--- src/pkg/cdp_pkg.sv ---
// clock divider and power mode controller: constants and types
package cdp_pkg;

  // timing: ref_clk is the multiplied clock, four times the external input
  localparam int          CLK_PERIOD_NS   = 20;
  localparam int          EXT_PERIOD_NS   = 80;
  localparam int          SWITCH_MAX_CYC  = EXT_PERIOD_NS / CLK_PERIOD_NS;

  // register byte offsets
  localparam logic [3:0]  OFS_CLOCK_RATIO = 4'h0;
  localparam logic [3:0]  OFS_STANDBY     = 4'h4;
  localparam logic [3:0]  OFS_MODSTOP_A   = 4'h8;
  localparam logic [3:0]  OFS_STATUS      = 4'hc;

  // clock_ratio_control fields
  localparam int          SYS_LSB         = 8;
  localparam int          PER_LSB         = 4;
  localparam int          BUS_LSB         = 0;
  localparam logic [2:0]  RATIO_RST       = 3'h2;

  // standby control fields
  localparam int          SB_SW_STANDBY   = 0;
  localparam int          SB_ALL_STOP     = 1;

  // module_stop_control_a fields and reset value
  localparam int          TMR_STOP_LO     = 8;
  localparam int          TMR_STOP_HI     = 11;
  localparam int          DTC_STOP_BIT    = 6;
  localparam int          DMA_STOP_BIT    = 13;
  localparam logic [15:0] MODSTOP_RST     = 16'hdfbf;

  // half-period codes: 0 = 1/2, 1 = 1/4, 2 = 1/8 of ref_clk
  localparam logic [1:0]  HALF_DIV2       = 2'h0;
  localparam logic [1:0]  HALF_DIV4       = 2'h1;
  localparam logic [1:0]  HALF_DIV8       = 2'h2;

  typedef enum logic [2:0] {
    PM_NORMAL,
    PM_SLEEP,
    PM_ALL_STOP,
    PM_SW_STANDBY,
    PM_HW_STANDBY
  } cdp_pm_e;

  // one divided clock: level, cycle within phase, half-period code
  typedef struct packed {
    logic       lvl;
    logic [1:0] pc;
    logic [1:0] half;
  } cdp_clk_s;

  // wake sources, all one-cycle or level requests from on-chip logic
  typedef struct packed {
    logic ext;
    logic timer8;
    logic wdt;
    logic other;
  } cdp_wake_s;

  // three ratio codes as held in the control register
  typedef struct packed {
    logic [2:0] sys;
    logic [2:0] per;
    logic [2:0] bus;
  } cdp_ratio_s;

endpackage

--- src/rtl/cdp_clock_power.sv ---
// clock divider and power mode controller, avalon-mm register slave
`timescale 1ns/1ps
module cdp_clock_power (
  // clock and reset
  input  wire  logic                   ref_clk,
  input  wire  logic                   rst_b,
  // avalon-mm slave
  input  wire  logic [3:0]             avs_address,
  input  wire  logic                   avs_read,
  input  wire  logic                   avs_write,
  input  wire  logic [31:0]            avs_writedata,
  input  wire  logic [3:0]             avs_byteenable,
  output logic       [31:0]            avs_readdata,
  output logic                         avs_waitrequest,
  // cpu and system status
  input  wire  logic                   sleep_exec,
  input  wire  logic                   ext_bus_busy,
  input  wire  cdp_pkg::cdp_wake_s     wake,
  input  wire  logic                   hw_standby_b,
  // divided clocks
  output logic                         sys_clk,
  output logic                         periph_clk,
  output logic                         extbus_clk,
  // power controls
  output logic                         cpu_halt,
  output logic                         osc_enable,
  output logic                         wdt_run,
  output logic                         timer8_run,
  output logic                         timer8_pin_oe,
  output logic                         serial_reset,
  output logic                         periph_reset,
  output logic                         io_hold,
  output logic                         io_hiz,
  output logic       [15:0]            module_stop
);
  import cdp_pkg::*;

  localparam int SW_MAX = SWITCH_MAX_CYC;

  function automatic logic [1:0] ratio_half(input logic [2:0] code);
    // the two slowest codes share the slowest available divider
    unique case (code[1:0])
      2'h0:    ratio_half = HALF_DIV2;
      2'h1:    ratio_half = HALF_DIV4;
      default: ratio_half = HALF_DIV8;
    endcase
  endfunction

  function automatic logic [1:0] phase_last(input logic [1:0] half);
    phase_last = 2'((3'h1 << half) - 3'h1);
  endfunction

  function automatic cdp_clk_s clk_step(input cdp_clk_s c, input logic [1:0] nh,
                                        input logic en);
    cdp_clk_s r;
    r = c;
    if (c.pc == phase_last(c.half)) begin
      // new ratio only at a phase end, so no phase is ever shortened
      r.pc   = 2'h0;
      r.half = nh;
      r.lvl  = c.lvl ? 1'b0 : en;
    end else begin
      r.pc = c.pc + 2'h1;
    end
    return r;
  endfunction

  // bus slave
  cdp_ratio_s  ratio_r;
  cdp_ratio_s  cmt_r;
  logic        pend_r;
  logic [1:0]  sb_ctrl_r;
  logic [15:0] modstop_r;
  cdp_pm_e     pm_r;
  cdp_pm_e     pm_nxt;
  logic        acc;
  logic        wr_go;
  logic [31:0] rd_val;

  assign acc   = avs_read | avs_write;
  assign wr_go = avs_write & ~avs_waitrequest;

  always_ff @(posedge ref_clk or negedge rst_b) begin
    if (!rst_b) begin
      avs_waitrequest <= 1'b1;
    end else begin
      avs_waitrequest <= ~(acc & avs_waitrequest);
    end
  end

  always_comb begin
    rd_val = 32'h0;
    unique case (avs_address)
      OFS_CLOCK_RATIO: begin
        rd_val[SYS_LSB +: 3] = ratio_r.sys;
        rd_val[PER_LSB +: 3] = ratio_r.per;
        rd_val[BUS_LSB +: 3] = ratio_r.bus;
      end
      OFS_STANDBY:   rd_val[1:0] = sb_ctrl_r;
      OFS_MODSTOP_A: rd_val[15:0] = modstop_r;
      OFS_STATUS:    rd_val[3:0] = {pend_r, pm_r};
      default:       rd_val = 32'h0;
    endcase
  end

  always_ff @(posedge ref_clk or negedge rst_b) begin
    if (!rst_b) begin
      avs_readdata <= 32'h0;
    end else if (avs_read && avs_waitrequest) begin
      avs_readdata <= rd_val;
    end
  end

  // ratio register: a prohibited code leaves its field unchanged
  always_ff @(posedge ref_clk or negedge rst_b) begin
    if (!rst_b) begin
      ratio_r <= '{sys: RATIO_RST, per: RATIO_RST, bus: RATIO_RST};
    end else if (wr_go && avs_address == OFS_CLOCK_RATIO) begin
      if (avs_byteenable[1] && !avs_writedata[SYS_LSB+2]) begin
        ratio_r.sys <= avs_writedata[SYS_LSB +: 3];
      end
      if (avs_byteenable[0] && !avs_writedata[PER_LSB+2]) begin
        ratio_r.per <= avs_writedata[PER_LSB +: 3];
      end
      if (avs_byteenable[0] && !avs_writedata[BUS_LSB+2]) begin
        ratio_r.bus <= avs_writedata[BUS_LSB +: 3];
      end
    end
  end

  // pending change is held while the external bus cycle runs
  always_ff @(posedge ref_clk or negedge rst_b) begin
    if (!rst_b) begin
      pend_r <= 1'b0;
      cmt_r  <= '{sys: RATIO_RST, per: RATIO_RST, bus: RATIO_RST};
    end else if (wr_go && avs_address == OFS_CLOCK_RATIO) begin
      pend_r <= 1'b1;
    end else if (pend_r && !ext_bus_busy) begin
      pend_r <= 1'b0;
      cmt_r  <= ratio_r;
    end
  end

  always_ff @(posedge ref_clk or negedge rst_b) begin
    if (!rst_b) begin
      sb_ctrl_r <= 2'h0;
      modstop_r <= MODSTOP_RST;
    end else if (wr_go) begin
      if (avs_address == OFS_STANDBY && avs_byteenable[0]) begin
        sb_ctrl_r <= avs_writedata[1:0];
      end
      if (avs_address == OFS_MODSTOP_A) begin
        if (avs_byteenable[0]) begin
          modstop_r[7:0] <= avs_writedata[7:0];
        end
        if (avs_byteenable[1]) begin
          modstop_r[15:8] <= avs_writedata[15:8];
        end
      end
    end
  end

  // divided clocks
  logic [1:0] sys_h, per_h, bus_h;
  logic [1:0] sys_e, per_e, bus_e;
  cdp_clk_s   sys_c, per_c, bus_c;
  logic       apply;

  assign apply = pend_r & ~ext_bus_busy;
  assign sys_h = ratio_half(apply ? ratio_r.sys : cmt_r.sys);
  assign per_h = ratio_half(apply ? ratio_r.per : cmt_r.per);
  assign bus_h = ratio_half(apply ? ratio_r.bus : cmt_r.bus);
  assign sys_e = sys_h;
  assign per_e = (per_h < sys_h) ? sys_h : per_h;
  assign bus_e = (bus_h < sys_h) ? sys_h : bus_h;

  always_ff @(posedge ref_clk or negedge rst_b) begin
    if (!rst_b) begin
      sys_c <= '{lvl: 1'b0, pc: 2'h0, half: HALF_DIV8};
      per_c <= '{lvl: 1'b0, pc: 2'h0, half: HALF_DIV8};
      bus_c <= '{lvl: 1'b0, pc: 2'h0, half: HALF_DIV8};
    end else begin
      // cpu and transfer controller share sys clock; peripherals stop later
      sys_c <= clk_step(sys_c, sys_e, pm_r == PM_NORMAL);
      per_c <= clk_step(per_c, per_e, pm_r inside {PM_NORMAL, PM_SLEEP});
      bus_c <= clk_step(bus_c, bus_e, pm_r inside {PM_NORMAL, PM_SLEEP});
    end
  end

  assign sys_clk    = sys_c.lvl;
  assign periph_clk = per_c.lvl;
  assign extbus_clk = bus_c.lvl;

  // hardware standby pin synchroniser
  logic hw_s1_r, hw_s2_r;

  always_ff @(posedge ref_clk or negedge rst_b) begin
    if (!rst_b) begin
      hw_s1_r <= 1'b1;
      hw_s2_r <= 1'b1;
    end else begin
      hw_s1_r <= hw_standby_b;
      hw_s2_r <= hw_s1_r;
    end
  end

  // power mode sequencer
  always_comb begin
    pm_nxt = pm_r;
    unique case (pm_r)
      PM_NORMAL: begin
        if (sleep_exec) begin
          if (sb_ctrl_r[SB_SW_STANDBY]) begin
            pm_nxt = PM_SW_STANDBY;
          end else if (sb_ctrl_r[SB_ALL_STOP]) begin
            pm_nxt = PM_ALL_STOP;
          end else begin
            pm_nxt = PM_SLEEP;
          end
        end
      end
      PM_SLEEP: begin
        if (|wake) begin
          pm_nxt = PM_NORMAL;
        end
      end
      PM_ALL_STOP: begin
        if (wake.ext || wake.timer8 || wake.wdt) begin
          pm_nxt = PM_NORMAL;
        end
      end
      PM_SW_STANDBY: begin
        if (wake.ext) begin
          pm_nxt = PM_NORMAL;
        end
      end
      PM_HW_STANDBY: begin
        if (hw_s2_r) begin
          pm_nxt = PM_NORMAL;
        end
      end
    endcase
    if (!hw_s2_r) begin
      pm_nxt = PM_HW_STANDBY;
    end
  end

  always_ff @(posedge ref_clk or negedge rst_b) begin
    if (!rst_b) begin
      pm_r <= PM_NORMAL;
    end else begin
      pm_r <= pm_nxt;
    end
  end

  // mode outputs registered from the next state, aligned with pm_r
  always_ff @(posedge ref_clk or negedge rst_b) begin
    if (!rst_b) begin
      cpu_halt      <= 1'b0;
      osc_enable    <= 1'b1;
      wdt_run       <= 1'b1;
      timer8_run    <= 1'b0;
      timer8_pin_oe <= 1'b0;
      serial_reset  <= 1'b0;
      periph_reset  <= 1'b0;
      io_hold       <= 1'b0;
      io_hiz        <= 1'b0;
    end else begin
      cpu_halt      <= pm_nxt != PM_NORMAL;
      osc_enable    <= !(pm_nxt inside {PM_SW_STANDBY, PM_HW_STANDBY});
      wdt_run       <= pm_nxt inside {PM_NORMAL, PM_SLEEP, PM_ALL_STOP};
      timer8_run    <= (pm_nxt inside {PM_NORMAL, PM_SLEEP, PM_ALL_STOP}) &&
                       !(&modstop_r[TMR_STOP_HI:TMR_STOP_LO]);
      timer8_pin_oe <= (pm_nxt inside {PM_NORMAL, PM_SLEEP}) &&
                       !(&modstop_r[TMR_STOP_HI:TMR_STOP_LO]);
      serial_reset  <= pm_nxt inside {PM_ALL_STOP, PM_SW_STANDBY, PM_HW_STANDBY};
      periph_reset  <= pm_nxt == PM_HW_STANDBY;
      io_hold       <= pm_nxt inside {PM_ALL_STOP, PM_SW_STANDBY};
      io_hiz        <= pm_nxt == PM_HW_STANDBY;
    end
  end

  // halted modules keep register contents; only the reset lines clear them
  assign module_stop = modstop_r;

  // checks
  property p_half_legal;
    @(posedge ref_clk) disable iff (!rst_b)
      sys_c.half != 2'h3 && per_c.half != 2'h3 && bus_c.half != 2'h3;
  endproperty
  a_half_legal: assert property (p_half_legal) else $error("illegal divider");
  property p_clamp;
    @(posedge ref_clk) disable iff (!rst_b)
      per_e >= sys_e && bus_e >= sys_e;
  endproperty
  a_clamp: assert property (p_clamp) else $error("clock faster than sys");
  property p_hold_busy;
    @(posedge ref_clk) disable iff (!rst_b)
      (pend_r && ext_bus_busy) |=> $stable(cmt_r);
  endproperty
  a_hold_busy: assert property (p_hold_busy) else $error("ratio changed in bus cycle");
  property p_switch_time;
    @(posedge ref_clk) disable iff (!rst_b)
      (apply && !(wr_go && avs_address == OFS_CLOCK_RATIO))
        |-> ##[1:SW_MAX] (sys_c.half == ratio_half(cmt_r.sys));
  endproperty
  a_switch_time: assert property (p_switch_time) else $error("switch too slow");
  property p_phase_len;
    @(posedge ref_clk) disable iff (!rst_b)
      $changed(sys_c.lvl) |-> $past(sys_c.pc) == phase_last($past(sys_c.half));
  endproperty
  a_phase_len: assert property (p_phase_len) else $error("short clock phase");
  property p_entry;
    @(posedge ref_clk) disable iff (!rst_b)
      ($past(pm_r) == PM_NORMAL && pm_r inside {PM_SLEEP, PM_ALL_STOP, PM_SW_STANDBY})
        |-> $past(sleep_exec);
  endproperty
  a_entry: assert property (p_entry) else $error("mode entered without sleep");
  property p_sw_wake;
    @(posedge ref_clk) disable iff (!rst_b)
      (pm_r == PM_SW_STANDBY && !wake.ext && hw_s2_r) |=> pm_r == PM_SW_STANDBY;
  endproperty
  a_sw_wake: assert property (p_sw_wake) else $error("standby left without ext");
  property p_osc;
    @(posedge ref_clk) disable iff (!rst_b)
      osc_enable == !(pm_r inside {PM_SW_STANDBY, PM_HW_STANDBY});
  endproperty
  a_osc: assert property (p_osc) else $error("oscillator state wrong");
  property p_serial;
    @(posedge ref_clk) disable iff (!rst_b)
      (pm_r inside {PM_ALL_STOP, PM_SW_STANDBY}) |-> serial_reset && io_hold && !periph_reset;
  endproperty
  a_serial: assert property (p_serial) else $error("stop mode outputs wrong");
  // outputs are registered from the next state, so they line up with pm_r
  property p_hw;
    @(posedge ref_clk) disable iff (!rst_b)
      !hw_s2_r |=> (pm_r == PM_HW_STANDBY && io_hiz && periph_reset && !wdt_run && cpu_halt);
  endproperty
  a_hw: assert property (p_hw) else $error("hardware standby outputs wrong");
  property p_timer_pin;
    @(posedge ref_clk) disable iff (!rst_b)
      pm_r == PM_ALL_STOP |-> !timer8_pin_oe;
  endproperty
  a_timer_pin: assert property (p_timer_pin) else $error("timer pins on in stop");

endmodule // cdp_clock_power

--- config.mk ---
export PLATFORM = sky130hd
export DESIGN_NAME = cdp_clock_power
export DESIGN_NICKNAME = d
export VERILOG_FILES = /design/src/pkg/cdp_pkg.sv /design/src/rtl/cdp_clock_power.sv
export SDC_FILE = /design/constraint.sdc
export NUM_CORES = 1
export LEC_CHECK = 0
export BUFFER_PORTS_ARGS = -buffer_cell sky130_fd_sc_hd__buf_4
export CORE_MARGIN = 2
export CORE_UTILIZATION = 54
export CTS_BUF_LIST = sky130_fd_sc_hd__clkbuf_8
export CTS_CLUSTER_SIZE = 20
export DETAILED_ROUTE_END_ITERATION = 10
export PLACE_DENSITY = 0.87
export SLEW_MARGIN = 20
export SYNTH_ARGS = -nofsm -noshare
export SYNTH_HDL_FRONTEND = slang
export SYNTH_SLANG_ARGS = --single-unit
--- constraint.sdc ---
create_clock -name ref_clk -period 2.5 [get_ports ref_clk]
set_input_delay 0.5 -clock ref_clk [delete_from_list [all_inputs] [get_ports ref_clk]]
set_output_delay 0.5 -clock ref_clk [all_outputs]
set_load 0.03 [all_outputs]
==> reports/metrics.cfg, run 1 <==
[global_routing]
grt_pass1_vias=2848
antenna_found_initial=0
grt_pass1_wl_um=13700
track_usage_pct=23.03
grt_max_degree=52
overflow=0

[yosys]
synth_warnings=0
async_flop_share_pct=100.0
ys_ff_latch=79
syn_avg_cell_area_um2=10.78
synth_ff_type=dfrtp_1
synth_edf_count=0
synth.yosys.seq_area_share_pct=52.58
synth_area_um2=3826
synth_cells=355
yosysUniqueCellTypes=50

[critical_path]
critPathBufInv=0
crit_family=simple AND/OR/NAND/NOR gates
crit_chain=nor3b_1 > and2b_1 > a221oi_2 > and2_1 > nor2_1
cp-start-kind=flop
path_max_fanout=14
worstPathArrival_ns=2.18
slowest_stage=dfrtp_1
worst-setup-path-type=flop to flop
slowest_delay_ns=0.66
crit_path_end_kind=flop
cp.required_ns=2.75

[routing]
ant_nets=0
route.vias.total=2870
via_per_inst=5.425
drtPass1Iterations=4
wl_per_cell_um=16.06
wl_um=8494
drtIter0Drc=155
drcViolationCount=0

[sta]
fmax_mhz=517.1
setup_viol=0
finalClockSkew_ns=0.009907
setup_tns_ns=0
rsz0062_at_grt=false
hold_violations=0
fin_crit_ns=1.934
fin_crit_sh_pct=77.35
maxSlewViolCount=0

[floorplanning]
die_h_um=88.18
rows=30
dieArea_um2=7775
start_util_pct=56.01
core_um2=6832
die_w_um=88.18
ios=112

[layout]
area_growth_pct=20.31
final_nets=483
final_util_pct=67.38
n_antenna_cell=0
drive_gt1_share_pct=38.34

[clock_tree]
clock_sinks=79
tritoncts=built
post_cts_buffers=0
cts_buffers=9
clk_latency_ns=0.36
path_clk_slew_ns=0.09
root_buffer=clkbuf_8
hold_buffers=0
ctsResizeCount=0
cts_buffer_depth=2
cts_max_level=3

[pwr]
ir_drop_uv=465.6
power.density_nw_per_um2=816.4
p_leak_nw=2.152
power_mw=3.758

[placement]
place_congestion=0.7581
numPortBuffers=77
dp_hpwl_um=5977

[run_status]
status=finished, final reports clean

[min_path]
hp-class=input port to asynchronous set/reset pin

[run]
maxCapViolCount=0

state kept, by name, summed over array words and instances (netlist names), 2 cells and up:
signal / flops
pm_r: 3
per_c: 4
ratio_r: 9
cmt_r: 6
bus_c: 4
sb_ctrl_r: 2
sys_c: 4
module_stop: 16
avs_readdata: 16
power by group:
group | switching, mW | leakage [nW] | internal, mW | total (mW)
logic | 0.591 | 1.10 | 0.473 | 1.06
registers | 0.300 | 0.968 | 1.54 | 1.84
clock network | 0.490 | 0.0870 | 0.362 | 0.851
metal layers:
| layer | part of all wire, % | vias to the layer above | GRT usage, % | wire [µm] |
|---|---|---|---|---|
| met3 | 7.8 | 19 | 6.126 | 662 |
| met1 | 43 | 1380 | 29.83 | 3624 |
| li1 | - | 1360 | - | - |
| met4 | 2.1 | 0 | 10.61 | 182 |
| met2 | 47 | 111 | 36.36 | 4025 |
| met5 | 0 | - | 0 | 0 |
cell families (layout without fill, tap and decap cells):
kind of cell               after synthesis  in the layout  share of synthesized area [%]
AOI/OAI and AO/OA                       75             75                          12.92
and+or+nand+nor                        107            107                          14.52
muxes                                   36             36                          10.99
other                                    1             16                        0.09801
buffers and inverters                   51            114                          7.129
adders and majority gates                4              4                          1.308
DFF                                     79             79                          52.58
xor gates and xnor gates                 2              2                         0.4579
final timing paths:
kind	from	end	slack [ns]	cells after the start
setup / recovery	pm_r[2]$_DFF_PN0_	timer8_run$_DFF_PN0_	0.57	5
hold / removal	rst_b	avs_readdata[3]$_DFFE_PN0P_	0.06	1
setup reg to reg	pm_r[2]$_DFF_PN0_	timer8_run$_DFF_PN0_	0.57	5
hold reg to reg	hw_s1_r$_DFF_PN1_	hw_s2_r$_DFF_PN1_	0.36	0
max in group asynchronous	rst_b	ratio_r[7]$_DFFE_PN1P_	1.79	2
min in group ref_clk	hw_standby_b	hw_s1_r$_DFF_PN1_	0.25	1
synthesized netlist by cell type (all sizes together), types with 2 or more instances:
cell / count / area share (%)
nand2b: 11 / 1.8
or3: 3 / 0.49
nand3: 2 / 0.39
and3: 4 / 0.65
clkbuf: 13 / 1.3
nor4: 2 / 0.72
a21oi: 9 / 1.3
a221oi: 3 / 0.85
a22oi: 9 / 1.8
nor3: 10 / 1.3
a2bb2oi: 2 / 0.46
mux2: 28 / 8.2
nor2: 18 / 1.9
nand2: 38 / 3.7
mux2i: 6 / 1.6
o32ai: 2 / 0.46
o21ai: 32 / 4.2
buf: 25 / 4.6
and2: 3 / 0.49
nor4bb: 3 / 0.78
mux4: 2 / 1.2
a31oi: 4 / 0.65
inv: 13 / 1.3
dfstp: 28 / 19
a22o: 5 / 1.1
xor2: 2 / 0.46
dfrtp: 51 / 33
o22ai: 2 / 0.33
nor2b: 9 / 1.5
ha: 4 / 1.3
cell usage in the layout (no fill, tap or decap), types with 2 or more instances in the layout:
cell	count
buf_4	84
dfrtp_1	51
nand2_1	38
o21ai_0	32
mux2_2	28
dfstp_2	28
nor2_1	16
conb_1	16
inv_1	14
nand2b_1	11
nor3_1	10
nor2b_1	9
a22oi_1	9
clkbuf_8	9
a21oi_1	8
mux2i_1	6
a22o_1	5
and3_1	4
a31oi_1	4
ha_1	4
and2_1	3
or3_1	3
nor4bb_1	3
a221oi_1	2
nor2_2	2
xor2_1	2
a2bb2oi_1	2
o32ai_1	2
mux4_2	2
o22ai_1	2
clkinvlp_4	2
clkinv_4	2
through the flow:
stage          worst slack (ns)  hold WS [ns]  area, µm²  std cells
3_3_place_gp             0.4206        0.3459       4429        513
5_1_grt                  0.4118       0.07319       4603        529
2_1_floorplan            0.4995        0.2044       3882        370
6_report                 0.5662       0.06449       4603        529
4_1_cts                  0.5829       0.06093       4603        529
3_5_place_dp             0.3533        0.3512       4429        513
area by class of cell:
class,instances,area (µm²)
Clock inverter,7,50.05
Clock buffer,9,123.9
Timing Repair Buffer,85,650.6
Fill cell,533,2228
Multi-Input combinational cell,240,1598
Tap cell,96,120.1
Sequential cell,79,2012
Inverter,13,48.80
(Power assumes the default switching activity.)
==> inputs of run 2 (changes only) <==
- ABC_AREA: not set -> 1
- CORE_UTILIZATION: 54 -> 48
- PLACE_DENSITY: 0.87 -> 0.82
- clock period: 2.5 -> 1.7 ns (I/O delays scaled with it)
==> run 2 against run 1 <==
  * Clock skew up 0.0024 ns
  * Maximum frequency grew 26%
  * Critical endpoint is now bus_c[0]$_DFFE_PN0N_
  * Design area increased by 0.38%
  * Worst setup slack worse by 0.40 ns
  * Largest power group unchanged
==> reports/metrics.cfg, run 2 <==
[floorplanning]
start_util_pct=49.85
die_h_um=91.26
ios=112
core_um2=7331
dieArea_um2=8328
die_w_um=91.26
rows=31

[routing]
drcViolationCount=0
ant_nets=0
route.vias.total=2989
wl_per_cell_um=12.23
wl_um=7730
drtIter0Drc=163
drtPass1Iterations=4
via_per_inst=4.729

[yosys]
synth.most_common_cell=nand2_1
ys_ff_latch=79
yosys.area_share.simple_pct=24.51
synth_top_area_share_pct=34.92
synth_warnings=0
synth_area_leader_cell=dfrtp_1
syn_avg_cell_area_um2=8.441
synth.yosys.seq_area_share_pct=55.05
synth_ff_type=dfrtp_1
synth_cells=433
synth_compound_gate_area_share_pct=7.292
synth_xor_area_share_pct=0.7189
synth_mux_area_share_pct=0.8216
yosysUniqueCellTypes=28
synth_top_family_by_area=simple AND/OR/NAND/NOR gates
synth_area_um2=3655
async_flop_share_pct=100.0
synth_common_cells=nand2_1 (133), dfrtp_1 (51), inv_1 (51)
yosys.area_share.adder_pct=1.369
synth_area_leaders=dfrtp_1 (35%), dfstp_2 (20%), nand2_1 (14%)
synth_edf_count=0

[placement]
numPortBuffers=77
place_congestion=0.8753
placed_area_um2=4394
dp_hpwl_um=5847
place_inst=615

[pwr]
power.density_nw_per_um2=1287
ir_drop_uv=676.9
p_leak_nw=2.373
power_mw=5.947

[sta]
fin_crit_ns=1.533
hold_violations=0
setup_viol=0
maxSlewViolCount=0
finalClockSkew_ns=0.01231
fin_crit_sh_pct=90.15
worstMarginPinSlew_ns=0.5237
fmax_mhz=652.5
slew_headroom_pct=64.82
rsz0062_at_grt=false

[critical_path]
reg2reg_depth=6
path_max_fanout=10
regToRegSetupSlack_ns=0.17
crit_path_end_kind=flop
r2r_end=bus_c[0]$_DFFE_PN0N_
worst-setup-path-type=flop to flop
worstPathArrival_ns=1.82
rr_startpoint=pend_r$_DFFE_PN0P_
cp-start-kind=flop
cp.required_ns=1.98

[clock_tree]
cts_buffers=9
root_buffer=clkbuf_8
cts_max_level=3
clock_sinks=79
tritoncts=built
path_clk_slew_ns=0.09
clk_latency_ns=0.36
cts_buffer_depth=2

[global_routing]
overflow=0
use_met1_pct=26.03
grt-busiest-layer=met2
track_usage_pct=20.31
grt_pass1_vias=2974
use_met3_pct=3.900
grt_pass1_wl_um=13620
met2_usage_pct=34.14
antenna_found_initial=0
grt_max_degree=33

[min_path]
hold_start=hw_standby_b
hp-class=input port to flop
min_to=hw_s1_r$_DFF_PN1_
hold_path_depth=1

[layout]
final_util_pct=63.03
area_growth_pct=26.43
final_common_cell=nand2_1
final_cells=632
finalInstanceArea_um2=4621
final_nets=583
mostFrequentLayoutCells=nand2_1 (131), buf_4 (92), inv_1 (51), dfrtp_1 (51), nand3_1 (35)
seqCellArea_um2=2012
drive_gt1_share_pct=27.95
n_antenna_cell=0
multi_input_area_um2=1338
fillers=613

[run]
maxCapViolCount=0

[run_status]
status=finished, final reports clean

[run 2: final cells by class]
class | count | area share, %
flip-flops and latches | 79 | 43.54
multi-input cells | 290 | 28.95
repair buffers | 95 | 16.03
inverters | 53 | 4.305
clock buffers | 10 | 2.979
well taps | 99 | 2.681
clock inverters | 6 | 1.516
[run 2: per-layer routing]
layer,vias to the layer above,share of wire [%]
met2,61,49
met4,0,1.3
met3,11,4.4
met1,1394,45
met5,-,0
li1,1523,-
[run 2: kinds of logic after synthesis]
| logic type | after synthesis |
|---|---|
| mux | 3 |
| fa+ha+maj | 4 |
| compound gates | 48 |
| xor+xnor | 3 |
| flops | 79 |
| other cells | 1 |
| buf+inv | 79 |
| simple gates | 216 |
[run 2: per-stage QoR]
step | hold slack (ns) | worst slack (ns) | TNS (ns)
2_1_floorplan | 0.04441 | 0.07250 | 0
3_3_place_gp | 0.2353 | -0.03889 | -0.07190
3_5_place_dp | 0.2429 | -0.1416 | -0.2452
4_1_cts | 0.07673 | 0.007518 | 0
5_1_grt | 0.08002 | 0.002185 | 0
6_report | 0.09090 | 0.1674 | 0
[run 2: power breakdown]
part	internal (mW)	switching [mW]	total [mW]
Sequential	2.35	0.279	2.63
Combinational	0.753	1.14	1.89
Clock	0.725	0.703	1.43
Total	3.83	2.12	5.95
[run 2: critical path, stage by stage, from the launching register on]
cell and delay, ns:
dfrtp_1 0.41, nand2_2 0.15, o21ai_2 0.28, ha_1 0.29
nand2_1 0.07, nand3_1 0.08, a31oi_1 0.18
[run 2: worst max path at each step]
stage / from / endpoint / depth (start not counted)
after floorplan: ext_bus_busy / bus_c[0]$_DFFE_PN0N_ / 8
after global placement: ext_bus_busy / per_c[0]$_DFFE_PN0N_ / 8
after detailed placement: ext_bus_busy / bus_c[0]$_DFFE_PN0N_ / 8
after CTS: pend_r$_DFFE_PN0P_ / bus_c[0]$_DFFE_PN0N_ / 6
after global routing: pend_r$_DFFE_PN0P_ / bus_c[0]$_DFFE_PN0N_ / 7
final: pend_r$_DFFE_PN0P_ / bus_c[0]$_DFFE_PN0N_ / 6
[run 2: what timing repair did]
| action | in CTS | in global routing |
|---|---|---|
| hold buffers | 1 | 0 |
| pin swaps | 0 | 0 |
| setup buffers | 0 | 0 |
| resized for setup | 1 | 4 |
| setup endpoints to repair | 2 | 9 |
| hold endpoints to repair | 12 | 0 |
==> inputs of run 3 (changes only) <==
- REMOVE_ABC_BUFFERS: not set -> 1
==> run 3 against run 2 <==
  * Routed wire length up 1.7%
  * Combinational power about the same
  * Critical endpoint unchanged
  * Sequential cell count unchanged
  * Worst hold slack worse by 0.0089 ns
  * Critical path type unchanged
  * Worst setup slack worse by 0.022 ns
==> reports/metrics.cfg, run 3 (same netlist as run 2, synthesis figures left out) <==
[floorplanning]
rows=31
dieArea_um2=8328
core_um2=7331
die_w_um=91.26
start_util_pct=49.85
die_h_um=91.26
ios=112

[routing]
drcViolationCount=0
via_per_inst=4.864
drtPass1Iterations=5
wl_per_cell_um=12.42
ant_nets=0
wl_um=7862
drtIter0Drc=98
route.vias.total=3079

[critical_path]
cp.required_ns=1.98
regToRegSetupSlack_ns=0.15
path_max_fanout=9
setup.worst_path.end=bus_c[0]$_DFFE_PN0N_
r2r_end=bus_c[0]$_DFFE_PN0N_
worst-setup-path-type=flop to flop
rr_startpoint=pend_r$_DFFE_PN0P_
cp-start-kind=flop
worstPathArrival_ns=1.83
reg2reg_depth=8
crit_path_end_kind=flop
cp-startpoint=pend_r$_DFFE_PN0P_

[global_routing]
track_usage_pct=20.15
grt_max_degree=32
overflow=0
grt_pass1_vias=2928
grt_pass1_wl_um=13340
antenna_found_initial=0

[clock_tree]
tritoncts=built
root_buffer=clkbuf_8
cts_buffers=9
post_cts_buffers=0
path_clk_slew_ns=0.08
clk_latency_ns=0.36
cts_max_level=3
clock_sinks=79
cts_buffer_depth=2

[layout]
drive_gt1_share_pct=28.09
final_nets=584
n_antenna_cell=0
final_util_pct=63.30
fillers=596
area_growth_pct=26.98
final_cells=633
multi_input_area_um2=1341
final_common_cell=nand2_1
mostFrequentLayoutCells=nand2_1 (130), buf_4 (93), inv_1 (51), dfrtp_1 (51), nand3_1 (35)
seqCellArea_um2=2012

[pwr]
ir_drop_uv=793.2
power.density_nw_per_um2=1292
p_leak_nw=2.390

[sta]
hold_violations=0
fin_crit_sh_pct=91.44
setup_tns_ns=0
finalClockSkew_ns=0.007517
fmax_mhz=643.3
fin_crit_ns=1.554
rsz0062_at_grt=false
maxSlewViolCount=0
setup_viol=0

[placement]
place_congestion=0.8639
numPortBuffers=77
dp_hpwl_um=5849
place_inst=616

[run]
maxCapViolCount=0

[run_status]
status=finished, final reports clean

[min_path]
hp-class=input port to flop

## run 3: changes by cell type in the layout (fill, tap and decap cells not counted)
cell      change
buf_4         +1
inv_6         +1
clkbuf_8      +1
clkinv_4      -1
nand2_4       +1
nand2_1       -1
o21ai_2       -1
clkinv_2      -1
o21ai_0       +1
## run 3: worst max-delay path, stage by stage, from the launching register on
cell     delay (ns)
dfrtp_1        0.44
nand2_4        0.10
buf_4          0.15
nand2_1        0.04
o21ai_0        0.13
ha_1           0.30
nand2_1        0.06
nand3_1        0.07
a31oi_1        0.17
## run 3: per-stage QoR
stage | instance area, µm² | hold WS [ns] | worst slack (ns) | power, mW
after global routing | 4641 | 0.07076 | 0.005199 | 6.368
final | 4641 | 0.08205 | 0.1455 | 5.994
after detailed placement | 4402 | 0.2690 | -0.04072 | 4.540
after floorplan | 3540 | 0.04441 | -0.03345 | 3.880
after global placement | 4402 | 0.2680 | -0.0002618 | 4.453
after CTS | 4628 | 0.07154 | 0.03246 | 6.027
## run 3: worst min-delay path by stage
stage	start	to	slack, ns	cells past startpoint
floorplan	rst_b	avs_readdata[0]$_DFFE_PN0P_	0.04	0
global placement	rst_b	avs_readdata[0]$_DFFE_PN0P_	0.27	1
detailed placement	rst_b	avs_readdata[0]$_DFFE_PN0P_	0.27	1
CTS	hw_standby_b	hw_s1_r$_DFF_PN1_	0.07	1
global route	hw_standby_b	hw_s1_r$_DFF_PN1_	0.07	1
finish	hw_standby_b	hw_s1_r$_DFF_PN1_	0.08	1
## run 3: report_power, final
| group | leakage [nW] | switching, mW | internal [mW] |
|---|---|---|---|
| Combinational | 1.35 | 1.14 | 0.747 |
| Sequential | 0.925 | 0.274 | 2.35 |
| Clock | 0.110 | 0.716 | 0.771 |
| Total | 2.39 | 2.12 | 3.87 |
## run 3: what timing repair did
action | CTS | global route
gates resized for setup | 0 | 5
hold endpoints to repair | 14 | 0
hold buffers | 1 | 0
setup endpoints to repair | 0 | 14
## run 3: per-layer routing
layer / vias to the layer above / global-route usage, % / share of wire, %
li1: 1521 / - / -
met1: 1457 / 26.10 / 44
met2: 84 / 32.84 / 49
met3: 17 / 3.651 / 4.6
met4: 0 / 9.596 / 2.5
met5: - / 0 / 0
## run 3: cell type report
class / count / share of cell area (%)
repair buffers: 96 / 16.12
multi-input cells: 290 / 28.90
well taps: 99 / 2.669
inverters: 53 / 4.287
clock inverters: 5 / 1.402
clock buffers: 11 / 3.262
flip-flops and latches: 79 / 43.35
